<file path="src/core/pfb_pkg.sv">
// shared constants, register map and helpers for the parallel flash host
package pfb_pkg;
  // clock and pin timing
  localparam int CLK_NS      = 100;
  localparam int T_ACC_NS    = 90;   // slowest read access of the part
  localparam int T_WP_NS     = 100;  // write strobe low time
  localparam int SYNC_STAGES = 2;

  // least time rounded up to whole cycles, never below one
  function automatic int cyc_up(input int ns);
    int c;
    c = (ns + CLK_NS - 1) / CLK_NS;
    return (c < 1) ? 1 : c;
  endfunction

  localparam int ACC_CYC = cyc_up(T_ACC_NS);
  localparam int WP_CYC  = cyc_up(T_WP_NS);
  localparam int CNT_W   = 4;
  localparam logic [CNT_W-1:0] RD_LOAD = CNT_W'(ACC_CYC + SYNC_STAGES - 1);
  localparam logic [CNT_W-1:0] WR_LOAD = CNT_W'(WP_CYC - 1);
  localparam logic [CNT_W-1:0] CNT_ZERO = 4'h0;

  // pin widths and bit positions
  localparam int AW      = 19;
  localparam int DW      = 16;
  localparam int A6_BIT  = 6;
  localparam int A8_BIT  = 8;
  localparam int TMO_BIT = 5;        // timeout_status_bit position

  // identification codes
  localparam logic [7:0] PROT_YES  = 8'h01;
  localparam logic [7:0] PROT_NO   = 8'h00;
  localparam logic [1:0] ID_MAKER  = 2'h0;
  localparam logic [1:0] ID_DEVICE = 2'h1;
  localparam logic [1:0] ID_PROT   = 2'h2;

  // register byte offsets
  localparam logic [7:0] REG_CTRL   = 8'h00;
  localparam logic [7:0] REG_ADDR   = 8'h04;
  localparam logic [7:0] REG_WDATA  = 8'h08;
  localparam logic [7:0] REG_CMD    = 8'h0C;
  localparam logic [7:0] REG_STATUS = 8'h10;
  localparam logic [7:0] REG_RDATA  = 8'h14;

  // control fields and reset values
  localparam int CTRL_WORD = 0;
  localparam int CTRL_RST  = 1;
  localparam logic [1:0] CTRL_RESET_VAL = 2'h1;   // word mode, reset pin released
  localparam int ADDR_LSB_BIT = 19;              // byte-mode lowest address bit

  // operation codes written to the command register
  localparam logic [2:0] OP_READ  = 3'h1;
  localparam logic [2:0] OP_WRITE = 3'h2;
  localparam logic [2:0] OP_RESET = 3'h3;
  localparam logic [2:0] OP_HV_ID = 3'h4;

  // status bit positions
  localparam int ST_BUSY = 0;
  localparam int ST_DONE = 1;
  localparam int ST_ERR  = 2;
  localparam int ST_TMO  = 3;
  localparam int ST_PROT = 4;
  localparam int ST_CONT = 5;
endpackage

</file>
<file path="src/core/pfb_cyc_if.sv">
// request and answer between the host front end and the pin cycle engine
interface pfb_cyc_if;
  import pfb_pkg::*;
  logic          req;
  logic          wr;
  logic [AW-1:0] addr;
  logic          lsb;
  logic [DW-1:0] wdata;
  logic          word_mode;
  logic          done;
  logic [DW-1:0] rdata;

  modport ctl (output req, wr, addr, lsb, wdata, word_mode, input done, rdata);
  modport eng (input req, wr, addr, lsb, wdata, word_mode, output done, rdata);
endinterface

</file>
<file path="src/core/pfb_cycle.sv">
// pin cycle engine: one asynchronous read or write cycle on the flash pins
module pfb_cycle (
  input  logic                   clk_i,
  input  logic                   rst_i,
  pfb_cyc_if.eng                 cyc,
  input  logic [pfb_pkg::DW-1:0] dq_i,
  output logic [pfb_pkg::AW-1:0] addr_o,
  output logic [pfb_pkg::DW-1:0] dq_o,
  output logic [pfb_pkg::DW-1:0] dq_oe_o,
  output logic                   ce_n_o,
  output logic                   oe_n_o,
  output logic                   we_n_o
);
  import pfb_pkg::*;

  typedef enum logic [2:0] {E_IDLE, E_SETUP, E_STROBE, E_HOLD, E_RECOV} pfb_est_t;

  pfb_est_t         st_r, st_nxt;
  logic [CNT_W-1:0] cnt_r, cnt_nxt;
  logic [AW-1:0]    addr_r, addr_nxt;
  logic [DW-1:0]    dq_r, dq_nxt, dqoe_r, dqoe_nxt, rdata_r, rdata_nxt;
  logic             ce_r, ce_nxt, oe_r, oe_nxt, we_r, we_nxt;
  logic             wr_r, wr_nxt, word_r, word_nxt, done_r, done_nxt;
  logic [DW-1:0]    s1_r, s2_r;

  //////////////////////////////////////////////////////////////////////////////
  // pin input synchroniser, only s2 is read
  always_ff @(posedge clk_i) begin
    if (rst_i) begin
      s1_r <= 16'h0000;
      s2_r <= 16'h0000;
    end else begin
      s1_r <= dq_i;
      s2_r <= s1_r;
    end
  end

  //////////////////////////////////////////////////////////////////////////////
  // cycle sequence; strobes never overlap so the flash never sees read and write at once
  always_comb begin
    st_nxt    = st_r;
    cnt_nxt   = cnt_r;
    addr_nxt  = addr_r;
    dq_nxt    = dq_r;
    dqoe_nxt  = dqoe_r;
    rdata_nxt = rdata_r;
    ce_nxt    = ce_r;
    oe_nxt    = oe_r;
    we_nxt    = we_r;
    wr_nxt    = wr_r;
    word_nxt  = word_r;
    done_nxt  = 1'b0;
    case (st_r)
      E_IDLE: begin
        if (cyc.req) begin
          addr_nxt = cyc.addr;
          wr_nxt   = cyc.wr;
          word_nxt = cyc.word_mode;
          ce_nxt   = 1'b0;
          if (cyc.word_mode) begin
            dq_nxt   = cyc.wdata;
            dqoe_nxt = cyc.wr ? 16'hFFFF : 16'h0000;
          end else begin
            // upper lanes float, top pin carries the byte address bit
            dq_nxt   = {cyc.lsb, 7'h00, cyc.wdata[7:0]};
            dqoe_nxt = {1'b1, 7'h00, cyc.wr ? 8'hFF : 8'h00};
          end
          st_nxt = E_SETUP;
        end
      end
      E_SETUP: begin
        // address settled before the later falling strobe
        if (wr_r) begin
          we_nxt  = 1'b0;
          cnt_nxt = WR_LOAD;
        end else begin
          oe_nxt  = 1'b0;
          cnt_nxt = RD_LOAD;
        end
        st_nxt = E_STROBE;
      end
      E_STROBE: begin
        if (cnt_r == CNT_ZERO) begin
          if (wr_r) begin
            we_nxt = 1'b1;                                           // write strobe rises first
          end else begin
            rdata_nxt = word_r ? s2_r : {8'h00, s2_r[7:0]};
            oe_nxt    = 1'b1;
          end
          st_nxt = E_HOLD;
        end else begin
          cnt_nxt = cnt_r - 4'h1;
        end
      end
      E_HOLD: begin
        ce_nxt = 1'b1;                                               // data still held past the rise
        st_nxt = E_RECOV;
      end
      E_RECOV: begin
        dqoe_nxt = 16'h0000;
        done_nxt = 1'b1;
        st_nxt   = E_IDLE;
      end
      default: begin
        st_nxt = E_IDLE;
      end
    endcase
  end

  always_ff @(posedge clk_i) begin
    if (rst_i) begin
      st_r    <= E_IDLE;
      cnt_r   <= CNT_ZERO;
      addr_r  <= 19'h00000;
      dq_r    <= 16'h0000;
      dqoe_r  <= 16'h0000;
      rdata_r <= 16'h0000;
      ce_r    <= 1'b1;
      oe_r    <= 1'b1;
      we_r    <= 1'b1;
      wr_r    <= 1'b0;
      word_r  <= 1'b1;
      done_r  <= 1'b0;
    end else begin
      st_r    <= st_nxt;
      cnt_r   <= cnt_nxt;
      addr_r  <= addr_nxt;
      dq_r    <= dq_nxt;
      dqoe_r  <= dqoe_nxt;
      rdata_r <= rdata_nxt;
      ce_r    <= ce_nxt;
      oe_r    <= oe_nxt;
      we_r    <= we_nxt;
      wr_r    <= wr_nxt;
      word_r  <= word_nxt;
      done_r  <= done_nxt;
    end
  end

  assign addr_o    = addr_r;
  assign dq_o      = dq_r;
  assign dq_oe_o   = dqoe_r;
  assign ce_n_o    = ce_r;
  assign oe_n_o    = oe_r;
  assign we_n_o    = we_r;
  assign cyc.done  = done_r;
  assign cyc.rdata = rdata_r;
endmodule

</file>
<file path="src/core/pfb_host.sv">
// host controller for an asynchronous parallel nor flash, run from wishbone registers
module pfb_host #(
  parameter logic [7:0]  CONT_CODE    = 8'h5A,      // arbitrary value, set to the part's continuation code
  parameter logic [15:0] RST_CMD_DATA = 16'h00F0
) (
  input  logic                   clk_i,
  input  logic                   rst_i,
  input  logic                   wb_cyc_i,
  input  logic                   wb_stb_i,
  input  logic                   wb_we_i,
  input  logic [7:0]             wb_adr_i,
  input  logic [3:0]             wb_sel_i,
  input  logic [31:0]            wb_dat_i,
  output logic [31:0]            wb_dat_o,
  output logic                   wb_ack_o,
  input  logic [pfb_pkg::DW-1:0] dq_i,
  output logic [pfb_pkg::DW-1:0] dq_o,
  output logic [pfb_pkg::DW-1:0] dq_oe_o,
  output logic [pfb_pkg::AW-1:0] addr_o,
  output logic                   ce_n_o,
  output logic                   oe_n_o,
  output logic                   we_n_o,
  output logic                   reset_n_o,
  output logic                   byte_n_o,
  output logic                   elevated_pin_level_o
);
  import pfb_pkg::*;

  typedef enum logic [1:0] {T_IDLE, T_LAUNCH, T_WAIT} pfb_tst_t;

  // byte-lane merge of a register write
  function automatic logic [31:0] lane_merge(input logic [31:0] old_v, input logic [31:0] new_v,
                                             input logic [3:0] sel);
    logic [31:0] r;
    r = old_v;
    for (int i = 0; i < 4; i++) begin
      if (sel[i]) begin
        r[i*8 +: 8] = new_v[i*8 +: 8];
      end
    end
    return r;
  endfunction

  pfb_cyc_if cyc ();

  pfb_tst_t      st_r, st_nxt;
  logic [1:0]    ctrl_r, ctrl_nxt;
  logic [19:0]   addr_r, addr_nxt;
  logic [DW-1:0] wdata_r, wdata_nxt;
  logic [AW-1:0] cur_r, cur_nxt;
  logic          lsb_r, lsb_nxt;
  logic [DW-1:0] out_r, out_nxt;
  logic          wr_r, wr_nxt;
  logic          hv_r, hv_nxt;
  logic [DW-1:0] rdata_r, rdata_nxt;
  logic          done_r, done_nxt, err_r, err_nxt, cont_r, cont_nxt;
  logic          ack_r, ack_nxt;
  logic [31:0]   dat_r, dat_nxt;
  logic          acc, wacc, cmd_wr;
  logic [2:0]    op;
  logic [31:0]   status_w;
  logic [31:0]   ctrl_m, addr_m, wdata_m;

  //////////////////////////////////////////////////////////////////////////////
  // bus decode
  assign acc    = wb_cyc_i && wb_stb_i && !ack_r;
  assign wacc   = acc && wb_we_i;
  assign cmd_wr = wacc && (wb_adr_i == REG_CMD) && wb_sel_i[0];
  assign op     = wb_dat_i[2:0];

  // lane merges kept as whole words here; a function result cannot be part-selected in place
  assign ctrl_m  = lane_merge({30'h00000000, ctrl_r}, wb_dat_i, wb_sel_i);
  assign addr_m  = lane_merge({12'h000, addr_r}, wb_dat_i, wb_sel_i);
  assign wdata_m = lane_merge({16'h0000, wdata_r}, wb_dat_i, wb_sel_i);

  assign status_w = {26'h0000000,
                     cont_r,
                     rdata_r[7:0] == PROT_YES,
                     rdata_r[TMO_BIT],                             // software then sends reset
                     err_r,
                     done_r,
                     st_r != T_IDLE};

  //////////////////////////////////////////////////////////////////////////////
  // registers, operation sequencing and identification retry
  always_comb begin
    st_nxt    = st_r;
    ctrl_nxt  = ctrl_r;
    addr_nxt  = addr_r;
    wdata_nxt = wdata_r;
    cur_nxt   = cur_r;
    lsb_nxt   = lsb_r;
    out_nxt   = out_r;
    wr_nxt    = wr_r;
    hv_nxt    = hv_r;
    rdata_nxt = rdata_r;
    done_nxt  = done_r;
    err_nxt   = err_r;
    cont_nxt  = cont_r;
    ack_nxt   = acc;
    dat_nxt   = 32'h00000000;
    // sticky flags: clear first so a same-cycle set below wins
    if (wacc && (wb_adr_i == REG_STATUS) && wb_sel_i[0]) begin
      if (wb_dat_i[ST_DONE]) done_nxt = 1'b0;
      if (wb_dat_i[ST_ERR])  err_nxt  = 1'b0;
      if (wb_dat_i[ST_CONT]) cont_nxt = 1'b0;
    end
    if (wacc) begin
      case (wb_adr_i)
        REG_CTRL:  ctrl_nxt  = ctrl_m[1:0];
        REG_ADDR:  addr_nxt  = addr_m[19:0];
        REG_WDATA: wdata_nxt = wdata_m[15:0];
        default: begin
        end
      endcase
    end
    if (acc && !wb_we_i) begin
      case (wb_adr_i)
        REG_CTRL:   dat_nxt = {30'h00000000, ctrl_r};
        REG_ADDR:   dat_nxt = {12'h000, addr_r};
        REG_WDATA:  dat_nxt = {16'h0000, wdata_r};
        REG_STATUS: dat_nxt = status_w;
        REG_RDATA:  dat_nxt = {16'h0000, rdata_r};
        default:    dat_nxt = 32'h00000000;
      endcase
    end
    case (st_r)
      T_IDLE: begin
        hv_nxt = 1'b0;                                             // line 9 back to logic level
        if (cmd_wr) begin
          // flash outputs float while its reset is held, so no cycle is run
          if (ctrl_r[CTRL_RST] || !(op inside {OP_READ, OP_WRITE, OP_RESET, OP_HV_ID})) begin
            err_nxt = 1'b1;
          end else begin
            cur_nxt = addr_r[AW-1:0];
            lsb_nxt = addr_r[ADDR_LSB_BIT];
            out_nxt = (op == OP_RESET) ? RST_CMD_DATA : wdata_r;   // commands are plain writes
            wr_nxt  = (op == OP_WRITE) || (op == OP_RESET);
            if (op == OP_HV_ID) begin
              hv_nxt           = 1'b1;
              cur_nxt[A6_BIT]  = 1'b0;
            end
            st_nxt = T_LAUNCH;                                     // no set-up command needed
          end
        end
      end
      T_LAUNCH: begin
        st_nxt = T_WAIT;
      end
      T_WAIT: begin
        if (cyc.done) begin
          rdata_nxt = cyc.rdata;                                   // status or array, as returned
          if (hv_r && (cur_r[1:0] == ID_MAKER) && !cur_r[A8_BIT] && (cyc.rdata[7:0] == CONT_CODE)) begin
            cur_nxt[A8_BIT] = 1'b1;                                // reread for the real maker code
            cont_nxt        = 1'b1;
            st_nxt          = T_LAUNCH;
          end else begin
            done_nxt = 1'b1;
            st_nxt   = T_IDLE;
          end
        end
      end
      default: begin
        st_nxt = T_IDLE;
      end
    endcase
    if (cmd_wr && (st_r != T_IDLE)) begin
      err_nxt = 1'b1;                                              // busy: command dropped
    end
  end

  always_ff @(posedge clk_i) begin
    if (rst_i) begin
      st_r    <= T_IDLE;
      ctrl_r  <= CTRL_RESET_VAL;
      addr_r  <= 20'h00000;
      wdata_r <= 16'h0000;
      cur_r   <= 19'h00000;
      lsb_r   <= 1'b0;
      out_r   <= 16'h0000;
      wr_r    <= 1'b0;
      hv_r    <= 1'b0;
      rdata_r <= 16'h0000;
      done_r  <= 1'b0;
      err_r   <= 1'b0;
      cont_r  <= 1'b0;
      ack_r   <= 1'b0;
      dat_r   <= 32'h00000000;
    end else begin
      st_r    <= st_nxt;
      ctrl_r  <= ctrl_nxt;
      addr_r  <= addr_nxt;
      wdata_r <= wdata_nxt;
      cur_r   <= cur_nxt;
      lsb_r   <= lsb_nxt;
      out_r   <= out_nxt;
      wr_r    <= wr_nxt;
      hv_r    <= hv_nxt;
      rdata_r <= rdata_nxt;
      done_r  <= done_nxt;
      err_r   <= err_nxt;
      cont_r  <= cont_nxt;
      ack_r   <= ack_nxt;
      dat_r   <= dat_nxt;
    end
  end

  //////////////////////////////////////////////////////////////////////////////
  // cycle engine request and pin outputs
  assign cyc.req       = (st_r == T_LAUNCH);
  assign cyc.wr        = wr_r;
  assign cyc.addr      = cur_r;
  assign cyc.lsb       = lsb_r;
  assign cyc.wdata     = out_r;
  assign cyc.word_mode = ctrl_r[CTRL_WORD];

  // engine holds chip select high between cycles, which is standby
  pfb_cycle u_cycle (
    .clk_i   (clk_i),
    .rst_i   (rst_i),
    .cyc     (cyc),
    .dq_i    (dq_i),
    .addr_o  (addr_o),
    .dq_o    (dq_o),
    .dq_oe_o (dq_oe_o),
    .ce_n_o  (ce_n_o),
    .oe_n_o  (oe_n_o),
    .we_n_o  (we_n_o)
  );

  assign reset_n_o            = !ctrl_r[CTRL_RST];
  assign byte_n_o             = ctrl_r[CTRL_WORD];
  assign elevated_pin_level_o = hv_r;
  assign wb_ack_o             = ack_r;
  assign wb_dat_o             = dat_r;
endmodule

</file>
<file path="config.mk">
export PLATFORM = sky130hd
export DESIGN_NAME = pfb_host
export DESIGN_NICKNAME = d
export VERILOG_FILES = /design/src/core/pfb_pkg.sv /design/src/core/pfb_cyc_if.sv /design/src/core/pfb_cycle.sv /design/src/core/pfb_host.sv
export SDC_FILE = /design/constraint.sdc
export NUM_CORES = 1
export LEC_CHECK = 0
export BUFFER_PORTS_ARGS = -buffer_cell sky130_fd_sc_hd__clkbuf_2
export CAP_MARGIN = 20
export CORE_UTILIZATION = 45
export CTS_CLUSTER_SIZE = 8
export DETAILED_ROUTE_END_ITERATION = 7
export PLACE_DENSITY_LB_ADDON = 0.1
export SYNTH_ARGS = -nofsm -noshare
export SYNTH_HDL_FRONTEND = slang
export SYNTH_SLANG_ARGS = --single-unit
</file>
<file path="constraint.sdc">
create_clock -name clk_i -period 2.1 [get_ports clk_i]
set_clock_uncertainty 0.15 [all_clocks]
set_input_delay 0.42 -clock clk_i [delete_from_list [all_inputs] [get_ports clk_i]]
set_output_delay 0.42 -clock clk_i [all_outputs]
set_load 0.1 [all_outputs]
</file>
==> Word level (Yosys, flattened, before mapping) <==
Index checks and enable logic that the tools add are counted.
{ "classes": {"n_eq_ne": 28, "n_bitwise": 3, "div": 0, "n_mul": 0, "magnitude_cmp": 0, "n_shift": 0, "reduce_logical": 49, "add_sub_neg": 1, "mux": 56} }
{ "ops": {"columns": ["cell", "n"], "rows": [
  ["case mux 20 bit (5 select lines)", 1],
  ["two-way mux 16 bit", 6],
  ["case mux 16 bit (2 select lines)", 1],
  ["two-way mux 1 bit", 31],
  ["AND reduction 3 bit", 9],
  ["two-way mux 9 bit", 2],
  ["equality test 8 x 4 -> 1 bit (second input constant)", 2],
  ["equality test 8 x 5 -> 1 bit (second input constant)", 2],
  ["!= test 2 bit (second input constant)", 7],
  ["equality test 3 x 2 -> 1 bit (second input constant)", 4],
  ["logical AND 1 bit", 12],
  ["case mux 3 bit (4 select lines)", 1],
  ["AND reduction 2 bit", 6],
  ["nonzero test 2 bit", 5],
  ["equality test 8 x 1 -> 1 bit (second input constant)", 1],
  ["equality test 8 x 3 -> 1 bit (second input constant)", 1],
  ["equality test 8 x 7 -> 1 bit (second input constant)", 1],
  ["logical NOT 8 bit", 1],
  ["two-way mux 2 bit", 4],
  ["two-way mux 8 bit", 1],
  ["!= test 2 x 1 -> 1 bit (second input constant)", 4],
  ["case mux 1 bit (2 select lines)", 4],
  ["case mux 4 bit (2 select lines)", 1],
  ["AND reduction 4 bit", 2],
  ["other kinds (17)", 28]
]} }
{ "totals": {"register_bits": 242, "word_cells": 170, "latchBits": 0, "mem_count": 0, "rom_bits": 0, "ram_bits": 0} }

==> Logic depth before layout (Yosys ltp) <==
Gate-level depths: netlist of the first run.
{ "logic_depth": {"ltp_word": 10, "depth_mapped": 9, "depth_no_buf": 6} }

==> Modules after synthesis <==
Synthesis of the first run repeated with hierarchy kept, for this count alone.
{ "hier_totals": {"hier_cells": 950, "area_unflattened_um2": 8603.3} }
{ "modules_own_cells": {"columns": ["module", "instances", "area_per_inst_um2", "cells_per_inst", "seq_area_each_um2"], "rows": [
  ["pfb_host", 1, 4957.3, 557, 2362.3],
  ["pfb_cycle", 1, 3646.0, 393, 1981.9]
]} }

==> Worst setup path before layout of the first run <==
OpenSTA, ideal clock, no wires.
{ "synth_timing": {"path_kind": "register to register", "start": "register ack_r, in the netlist wb_ack_o", "end": "register addr_r[0]", "period_less_slack_ps": 2322, "stages_incl_launch_ff": 7, "setup_time_ps": 116, "path_slack_ps": -222, "arrival_ps": 2056, "n_path_buf": 2, "path_cell_list": "dfxtp_1 > and4b_1 > buf_2 > and2_1 > buf_2 > and4_1 > a31o_2"} }
{ "synth_via": {"elab_chain_len": 4} }
{ "synth_rtl": {"columns": ["element", "line", "rtl"], "rows": [
  ["from (decl)", "pfb_host.sv:57", "logic ack_r, ack_nxt;"],
  ["from (signal assigned)", "pfb_host.sv:203", "ack_r <= ack_nxt;"],
  ["logical NOT 1 bit", "pfb_host.sv:66", "assign acc = wb_cyc_i && wb_stb_i && !ack_r;"],
  ["logical AND 1 bit", "pfb_host.sv:66", null],
  ["logical AND 1 bit", "pfb_host.sv:67", "assign wacc = acc && wb_we_i;"],
  ["AND reduction 3 bit (no line)", null, null],
  ["to (signal assigned)", "pfb_host.sv:192", "addr_r <= addr_nxt;"],
  ["to (decl)", "pfb_host.sv:48", "logic [19:0] addr_r, addr_nxt;"]
]} }
No other way between the ends.
A chain may end at the register's enable or synchronous reset.

==> qor.csv, run 1 <==
stage,metric,value,unit
synthesis,Post-Synth Simple-Gate Area,23.1,%
grt,total gr overflow,0,
clocking,H-tree Lvls,1,
timing,Final Slew Violations,0,
synthesis,Commonest cells post-synth,"dfxtp_1 (217), nand2_1 (147), a21oi_1 (134)",
floorplan,IO Count,155,
synthesis,Synth Area in Compound Gates,17.0,%
synthesis,XOR/XNOR Fraction of Synth Area,0,%
run_status,violated checks,DRC,
synthesis,Post-Syn Area,8460,um^2
synthesis,warnings from Yosys,0,
floorplan,die width,139,um
pwr,Power per Cell Area,822,nW/um^2
worst_setup_path,R2R depth,8,
worst_setup_path,Critical R2R Capture,u_cycle.cyc.rdata[9],
final_layout,final instance area,10800,um^2
floorplan,Cell Rows,49,
final_layout,Ant. Diodes,0,
place,Post-Place Cell Area,9590,um^2
drt,post-route ant nets,0,
worst_setup_path,Worst Setup EP,dq_oe_o[5],
timing,Final setup viols,0,
place,Placed Instances,1306,
final_layout,Finished Layout Cells,1374,
worst_setup_path,Buf/Inv on CP,1,
worst_setup_path,CP top delay family,buffers and inverters,
worst_setup_path,instance count on the critical path,1,
synthesis,top post-synthesis cells by area,"dfxtp_1 (51%), a21oi_1 (7.9%), nand2_1 (6.5%), o21ai_0 (3.6%), nand3_1 (2.8%)",
clocking,clk slew on worst S/H paths,0.05,ns
synthesis,Main synth FF type,dfxtp_1,
grt,initial antenna violation count,0,
synthesis,number of synthesized flops with an enable pin,0,
synthesis,mux contribution to synthesized area,2.10,%
drt,DRC,12,
pwr,Worst VDD drop,0.000630,V
timing,Post-Route Hold Slack,0.0237,ns
run_status,status,"complete, but fails checks",
grt,first-pass GRT wire length,36600,um
grt,pin count of the biggest net entering global routing,129,
clocking,Clock Path Buffers,3,
final_layout,final-stage net count,1210,
worst_setup_path,crit-path max cell delay,0.50,ns
synthesis,most common cell in the netlist,dfxtp_1,
worst_setup_path,Critical Path Start Type,flop,
synthesis,dominant cell type by area after synthesis,dfxtp_1,
floorplan,area of the core,18200,um^2
pwr,Pwr Total,8.85,mW
floorplan,Die ar.,19400,um^2
synthesis,adder-cell share of the synthesized area,0.148,%
grt,GRT Total Usage,23.6,%
final_layout,"Core Util, Final",59.1,%
drt,vias per cell,5.43,
synthesis,largest family of logic cells by synthesized area,simple AND/OR/NAND/NOR gates,
pwr,Leakage,4.20,nW
drt,TritonRoute pass-1 iters,8,
timing,post-layout min period,2.04,ns
synthesis,share of the synthesized area in the top cell type,51.3,%
worst_setup_path,CP Launch Point,u_cycle.dq_oe_o[7],
grt,vias in the first global route,6980,
worst_setup_path,worst reg-to-reg setup slack,0.09,ns
place,count of input and output buffers,129,
worst_setup_path,worst path arrival time,1.47,ns
worst_setup_path,worst r2r src,u_cycle.cnt_r[0],
synthesis,cells after synthesis,961,
timing,Setup TNS,0,ns
final_layout,Syn-to-layout area delta,27.2,%
clocking,CTS tree,built,
drt,routed len/inst,16.7,um
worst_setup_path,worst-path fanout max,9,
synthesis,"FF+latch count, synth",217,
drt,vias,7455,
hold_path,Hold Path Class,in -> reg,
worst_setup_path,critical path class,reg -> out,
place,RD Place Congestion,0.894,
clocking,clk_lat worst skew,0.54,ns
floorplan,initial core utilization,46.5,%
timing,final hold violation count,0,
worst_setup_path,Worst EP required,1.53,ns
synthesis,"FFs w/ async S/R, synth",0,%
run,Max Cap Violations,0,
synthesis,"Avg Cell Area, Syn",8.81,um^2
clocking,Inserted Clock Buffers,31,
timing,RSZ-0062 raised after global routing,true,
timing,Final period util,97.3,%
final_layout,Fill cells,1683,
timing,final worst setup slack,0.0572,ns
timing,FMAX,490,MHz
timing,slew at the pin closest to its max-slew limit,0.596,ns
place,pre-CTS setup slack,-0.164,ns
clocking,CTS Sinks,217,
clocking,CTS Root Cell,clkbuf_16,
place,dpl hpwl,16100,um
worst_setup_path,crit path max-delay cell type,clkbuf_2,
synthesis,register area share after synthesis,51.3,%
floorplan,die height,139,um
drt,DR iter-0 viols,439,
drt,final WL,22900,um
timing,Slew HR,60.2,%
worst_setup_path,"critical path, cell by cell",clkbuf_2,
final_layout,share of cells above drive strength 1,24.2,%
synthesis,synth unique cells,63,
worst_setup_path,CP endpoint kind,primary output,
[flip-flops by register name, indices dropped and copies added, names as in the netlist, 2 cells and up]
| name | count |
|---|---|
| cur_r | 19 |
| st_r | 2 |
| u_cycle.s2_r | 16 |
| u_cycle.cnt_r | 4 |
| u_cycle.addr_o | 19 |
| rdata_r | 16 |
| u_cycle.cyc.rdata | 16 |
| cyc.wdata | 16 |
| u_cycle.st_r | 3 |
| u_cycle.dq_o | 16 |
| u_cycle.dq_oe_o | 3 |
| ctrl_r | 2 |
| wdata_r | 16 |
| wb_dat_o | 20 |
| u_cycle.s1_r | 16 |
| addr_r | 20 |
[metal layers]
metal | GRT usage [%] | vias to the layer above | share of wire [%]
met5 | 0 | - | 0
met4 | 6.73 | 0 | 2.2
met3 | 4.32 | 42 | 6.3
met2 | 38.3 | 241 | 45
met1 | 32.0 | 3467 | 46
li1 | - | 3705 | -
[how the worst min path moves through the flow]
stage / from / end / depth (start not counted)
after floorplan: u_cycle.s1_r[0] / u_cycle.s2_r[0] / 1
after global placement: u_cycle.s1_r[13] / u_cycle.s2_r[13] / 1
after detailed placement: u_cycle.s2_r[1] / u_cycle.cyc.rdata[1] / 2
after CTS: wb_dat_i[8] / wdata_r[8] / 3
after global routing: wb_dat_i[5] / wdata_r[5] / 3
final: wb_dat_i[8] / wdata_r[8] / 3
[cells by family after synthesis]
| kind of cell | after synthesis |
|---|---|
| other | 1 |
| AND/OR/NAND/NOR | 369 |
| adder cells (fa/ha/maj) | 1 |
| buffers and inverters | 106 |
| AO/OA/AOI/OAI | 250 |
| flip-flops | 217 |
| multiplexers | 17 |
[repair_timing]
action,CTS,global route
buffers inserted,0,2
endpoints found under the hold margin,39,0
endpoints found under the setup margin,0,15
hold buffers,31,0
gates resized for setup,0,9
[power by group]
part	internal [mW]	switching [mW]	leakage [nW]
registers	4.16	0.00748	1.76
logic	0.162	0.303	2.05
clock network	2.57	1.65	0.392
total	6.89	1.96	4.20
[worst min-delay path: stages]
cell and delay (ns):
clkbuf_2 0.12, mux2i_1 0.07, nor2_1 0.07
[cell usage in the layout (no fill, tap or decap), types with 31 or more instances in the layout]
cell	Yosys	layout
dfxtp_1	217	215
clkbuf_2	0	125
buf_4	28	72
o21ai_0	61	61
nand2_1	147	147
dlygate4sd3_1	0	31
nand3_1	47	45
a21oi_1	134	132
nor2b_1	35	35
clkbuf_16	0	32
[layout make-up]
| class | instances | area, um^2 | area share (%) |
|---|---|---|---|
| well taps | 229 | 287 | 2.66 |
| repair buffers | 238 | 1650 | 15.3 |
| flip-flops and latches | 217 | 4350 | 40.4 |
| inverters | 7 | 26.3 | 0.244 |
| clock inverters | 2 | 17.5 | 0.163 |
| clock buffers | 32 | 779 | 7.24 |
| multi-input cells | 649 | 3660 | 34.0 |
Power figures use the tool's default switching activity.
==> run 2, diff against run 1 <==
GPL_TIMING_DRIVEN = 0   (was not set)
clock period = 2.4 ns   (was 2.1 ns; I/O delays follow)
==> run 2 against run 1 <==
  * The run ends with DRC, hold timing left
  * Hold slack worse by 0.025 ns
  * Global-route usage is 1.9 points higher
  * Clock-buffer cell count stayed put
  * Final cell count is 0.29% lower
  * Clock power is 12% lower
  * Cell area is 4.2% lower
  * Sequential power is 12% lower
  * Wire length is 8.5% higher
  * Total power is 13% lower
  * Die area stayed put
  * Critical endpoint is now dq_oe_o[1]
  * Highest routed layer unchanged
==> qor.csv, run 2 (synthesized netlist as in run 1, its figures left out) <==
stage,metric,value,unit,change
run_status,status,"complete, but fails checks",,
run_status,violated checks,"DRC, hold timing",,
floorplan,initial core utilization,46.5,%,unchanged
floorplan,area of the core,18200,um^2,unchanged
drt,vias,7551,,+1.3%
drt,post-route ant nets,0,,unchanged
run,Max Cap Violations,0,,unchanged
clocking,Hold Buf Count CTS,8,,-74%
worst_setup_path,worst r2r src,u_cycle.cnt_r[0],,
timing,RSZ-0062 raised after global routing,false,,
hold_path,Worst Hold End,u_cycle.s1_r[9],,
timing,final worst setup slack,0.168,ns,+0.111 ns
final_layout,"most common cell after layout, fill and taps aside",dfxtp_1,,
clocking,clk slew on worst S/H paths,0.05,ns,about the same
clocking,CTS resizes,0,,unchanged
worst_setup_path,worst path arrival time,1.60,ns,+0.13 ns
clocking,CTS tree,built,,
worst_setup_path,Worst EP required,1.77,ns,+0.24 ns
worst_setup_path,R2R depth,9,,+1
worst_setup_path,Buf/Inv on CP,2,,+1
pwr,Leakage,3.98,nW,-5.1%
grt,total gr overflow,0,,unchanged
timing,Slew HR,45.6,%,-15 points
hold_path,hold depth,2,,-1
worst_setup_path,"critical path, cell by cell",buf_4 -> clkbuf_2,,
drt,DR iter-0 viols,563,,+28%
worst_setup_path,crit path max-delay cell type,dfxtp_1,,
final_layout,Ant. Diodes,0,,unchanged
grt,GRT Total Usage,25.5,%,+1.9 points
clocking,Clock Path Buffers,3,,unchanged
place,dpl hpwl,18400,um,+14%
worst_setup_path,Critical Path Start Type,flop,,
clocking,H-tree Lvls,1,,unchanged
floorplan,die width,139,um,unchanged
worst_setup_path,critical path class,reg -> out,,
grt,vias in the first global route,6791,,-2.7%
final_layout,Syn-to-layout area delta,21.8,%,
grt,first-pass GRT wire length,38300,um,+4.7%
clocking,postcts setup bufs,0,,unchanged
drt,TritonRoute pass-1 iters,7,,-1
pwr,Worst VDD drop,0.000638,V,+1.3%
grt,met2 Use GR,40.0,%,+1.8 points
hold_path,hold_sp,dq_i[9],,
grt,GR peak layer,met2,,
final_layout,share of cells above drive strength 1,20.6,%,-3.6 points
timing,FMAX,448,MHz,
clocking,clk_lat worst skew,0.55,ns,about the same
timing,Final Slew Violations,0,,unchanged
final_layout,final-stage net count,1206,,-0.33%
floorplan,IO Count,155,,unchanged
worst_setup_path,crit-path max cell delay,0.46,ns,-0.04 ns
clocking,CTS Sinks,217,,unchanged
clocking,CTS Root Cell,clkbuf_16,,
place,count of input and output buffers,126,,-2.3%
grt,initial antenna violation count,0,,unchanged
final_layout,"commonest non-fill, non-tap cells in the layout","dfxtp_1 (217), nand2_1 (147), a21oi_1 (134)",,
drt,final WL,24800,um,+8.5%
drt,DRC,12,,unchanged
timing,slew at the pin closest to its max-slew limit,0.808,ns,+0.213 ns
floorplan,Die ar.,19400,um^2,unchanged
timing,final hold violation count,1,,+1
grt,GR Util met3,4.28,%,-0.035 points
hold_path,Hold Path Class,in -> reg,,
pwr,Power per Cell Area,751,nW/um^2,-8.7%
floorplan,die height,139,um,unchanged
worst_setup_path,CP top delay family,buffers and inverters,,
place,RD Place Congestion,0.938,,+5.0%
clocking,Inserted Clock Buffers,31,,unchanged
drt,routed len/inst,18.1,um,+8.8%
worst_setup_path,worst-path fanout max,9,,unchanged
floorplan,Cell Rows,49,,unchanged
worst_setup_path,Critical R2R Capture,u_cycle.cyc.rdata[6],,
place,pre-CTS setup slack,-0.0595,ns,+0.104 ns
worst_setup_path,worst reg-to-reg setup slack,0.18,ns,+0.09 ns
timing,Final setup viols,0,,unchanged
timing,Post-Route Hold Slack,-0.00145,ns,-0.0251 ns
grt,pin count of the biggest net entering global routing,16,,-88%
grt,met1 Track Usage GR,35.2,%,+3.1 points
worst_setup_path,CP endpoint kind,primary output,,
timing,Final period util,93.0,%,
timing,post-layout min period,2.23,ns,
drt,vias per cell,5.51,,+1.6%
run 2: cell types whose count changed in the layout (fill, tap and decap cells not counted), sizes merged:
| cell | change |
|---|---|
| clkbuf | +47 |
| buf | -29 |
| dlygate4sd3 | -22 |
run 2: cell type report:
cell class | count | area, um^2
fill | 1743 | 7900
sequential | 217 | 4340
multi-input combinational | 649 | 3620
clock buffer | 32 | 779
timing repair buffer | 135 | 721
buffer | 99 | 509
tap | 229 | 287
inverter | 7 | 26.3
clock inverter | 2 | 17.5
run 2: through the flow:
stage               area [um^2]  utilization (%)  power [mW]  instances  TNS, ns
finish                    10300             56.6        7.74       1370        0
global route              10300             56.6        7.99       1370        0
CTS                       10300             56.6        7.78       1369        0
detailed placement         9420             51.7        4.08       1327   -0.527
global placement           9420             51.7        4.08       1327   -0.546
floorplan                  8500                -        3.95        972        0
run 2: worst max-delay path by stage:
stage               cells after the start                    end  slack (ns)               start
finish                                  2             dq_oe_o[1]        0.17  u_cycle.dq_oe_o[7]
global route                            8  u_cycle.cyc.rdata[14]       0.002    u_cycle.cnt_r[0]
CTS                                     2             dq_oe_o[1]        0.14  u_cycle.dq_oe_o[7]
detailed placement                      7          cyc.wdata[15]       -0.06         wb_adr_i[4]
global placement                        7          cyc.wdata[15]       -0.09         wb_adr_i[4]
floorplan                               6              addr_r[0]        0.08            wb_ack_o
run 2: report_power, final:
part,internal (mW),switching (mW)
logic,0.100,0.279
registers,3.64,0.00540
clock network,2.25,1.47
run 2: layer usage:
layer | share of wire [%] | vias to the layer above
met3 | 6.7 | 52
met1 | 45 | 3516
met5 | 0 | -
li1 | - | 3710
met2 | 45 | 273
met4 | 3.2 | 0
==> run 3, diff against run 2 <==
HOLD_SLACK_MARGIN = 0.03   (was not set)
RECOVER_POWER = 25   (was not set)
==> run 3 against run 2 <==
  * The run ends with DRC left
  * Critical path depth grew 4
  * Highest routed layer unchanged
  * Critical path type is now in -> reg
  * Flip-flop and latch count stayed put
  * Clock power hardly changed
==> qor.csv, run 3 (synthesized netlist as in run 1, its figures left out) <==
stage,metric,value,unit,change
run_status,status,"complete, but fails checks",,
run_status,violated checks,DRC,,
drt,final WL,25000,um,+0.81%
drt,TritonRoute pass-1 iters,8,,+1
worst_setup_path,Worst EP required,2.69,ns,+0.92 ns
timing,Final Slew Violations,0,,unchanged
grt,initial antenna violation count,0,,unchanged
worst_setup_path,worst path arrival time,2.54,ns,+0.94 ns
clocking,clk_lat worst skew,0.55,ns,about the same
worst_setup_path,critical path class,in -> reg,,
floorplan,Cell Rows,49,,unchanged
floorplan,IO Count,155,,unchanged
clocking,Clock Path Buffers,3,,unchanged
final_layout,"most common cell after layout, fill and taps aside",dfxtp_1,,
grt,total gr overflow,0,,unchanged
place,Post-Place Cell Area,9420,um^2,unchanged
grt,pin count of the biggest net entering global routing,16,,unchanged
drt,routed len/inst,18.1,um,about the same
pwr,Worst VDD drop,0.000640,V,+0.27%
floorplan,die height,139,um,unchanged
clocking,postcts setup bufs,0,,unchanged
clocking,Inserted Clock Buffers,31,,unchanged
timing,slew at the pin closest to its max-slew limit,0.831,ns,+0.0231 ns
pwr,sequential power share,47.0,%,about the same
final_layout,"commonest non-fill, non-tap cells in the layout","dfxtp_1 (217), nand2_1 (147), a21oi_1 (134)",,
pwr,Pint,6.00,mW,+0.18%
floorplan,die width,139,um,unchanged
place,RD Place Congestion,0.938,,unchanged
grt,first-pass GRT wire length,38500,um,+0.67%
drt,vias per cell,5.50,,-0.15%
clocking,CTS tree,built,,
drt,post-route ant nets,0,,unchanged
place,dpl hpwl,18400,um,unchanged
timing,RSZ-0062 raised after global routing,false,,
place,count of input and output buffers,126,,unchanged
clocking,clk slew on worst S/H paths,0.05,ns,about the same
final_layout,Syn-to-layout area delta,22.9,%,
timing,FMAX,443,MHz,-1.1%
timing,Setup TNS,0,ns,unchanged
hold_path,Hold Path Class,in -> reg,,
worst_setup_path,Critical Path Start Type,input port,,
clocking,H-tree Lvls,1,,unchanged
pwr,Switch Pwr,1.75,mW,+0.11%
final_layout,final-stage net count,1217,,+0.91%
pwr,Power per Cell Area,745,nW/um^2,-0.73%
clocking,CTS Root Cell,clkbuf_16,,
pwr,Clk pwr share,47.9,%,about the same
drt,DRC,12,,unchanged
timing,final hold violation count,0,,-1
final_layout,"Core Util, Final",57.1,%,+0.51 points
grt,vias in the first global route,6858,,+0.99%
floorplan,initial core utilization,46.5,%,unchanged
pwr,Pwr Total,7.75,mW,+0.17%
timing,Slew HR,44.6,%,-1.0 points
floorplan,area of the core,18200,um^2,unchanged
timing,Final setup viols,0,,unchanged
run,Max Cap Violations,0,,unchanged
drt,DR iter-0 viols,458,,-19%
worst_setup_path,CP endpoint kind,flop,,
worst_setup_path,worst-path fanout max,10,,+1
pwr,Leakage,4.01,nW,+0.63%
floorplan,Die ar.,19400,um^2,unchanged
final_layout,Ant. Diodes,0,,unchanged
pwr,Sw Share,22.6,%,about the same
grt,GRT Total Usage,25.6,%,+0.15 points
timing,Final period util,94.0,%,+1.0 points
clocking,CTS Sinks,217,,unchanged
final_layout,final instance area,10400,um^2,+0.90%
timing,post-layout min period,2.26,ns,+0.0247 ns
pwr,Comb power frac,5.1,%,+0.2 points
drt,vias,7600,,+0.65%
final_layout,share of cells above drive strength 1,20.0,%,-0.63 points
-- run 3: power groups by stage --
stage          clock (mW)  combinational [mW]  sequential, mW
2_1_floorplan           0               0.231            3.72
3_3_place_gp            0               0.364            3.71
3_5_place_dp            0               0.363            3.71
4_1_cts              3.76               0.389            3.64
5_1_grt              3.95               0.417            3.64
6_report             3.71               0.393            3.64
-- run 3: repair_timing --
action                                 CTS  global route
resized for setup                        0             0
setup endpoints to repair                0             0
hold buffers                            20             0
endpoints found under the hold margin   21             0
-- run 3: critical path, stage by stage --
cell and delay, ns:
clkbuf_1 0.22, or3_1 0.45, nor3_1 0.61, clkbuf_2 0.36, nand2_1 0.16, a31o_2 0.27
-- run 3: worst paths after layout --
check / start / to / slack (ns) / cells past startpoint
setup / recovery: wb_adr_i[3] / addr_r[0] / 0.14 / 6
hold / removal: dq_i[3] / u_cycle.s1_r[3] / 0.03 / 2
setup reg to reg: u_cycle.cnt_r[0] / u_cycle.cyc.rdata[6] / 0.18 / 9
hold reg to reg: u_cycle.s1_r[11] / u_cycle.s2_r[11] / 0.27 / 1
-- run 3: routing by layer --
layer | up-vias | global-route usage (%) | wire length (um)
met3 | 49 | 4.28 | 1560
li1 | 3722 | - | -
met5 | - | 0 | 0
met1 | 3562 | 35.3 | 11400
met2 | 267 | 40.4 | 11300
met4 | 0 | 9.12 | 729
-- run 3: layout make-up --
cell class / instances / area, um^2
Timing Repair Buffer: 146 / 830
Multi-Input combinational cell: 649 / 3610
Clock buffer: 32 / 779
Clock inverter: 2 / 17.5
Inverter: 7 / 26.3
Buffer: 99 / 504
Fill cell: 1740 / 7810
Tap cell: 229 / 287
Sequential cell: 217 / 4340
-- run 3: through the flow --
| stage | hold WS [ns] | worst slack (ns) | instances |
|---|---|---|---|
| after global routing | 0.0409 | 0.00160 | 1381 |
| after CTS | 0.0351 | 0.144 | 1381 |
| after floorplan | 0.264 | 0.0780 | 972 |
| final | 0.0344 | 0.144 | 1381 |
| after global placement | 0.273 | -0.0882 | 1327 |
| after detailed placement | 0.270 | -0.0595 | 1327 |
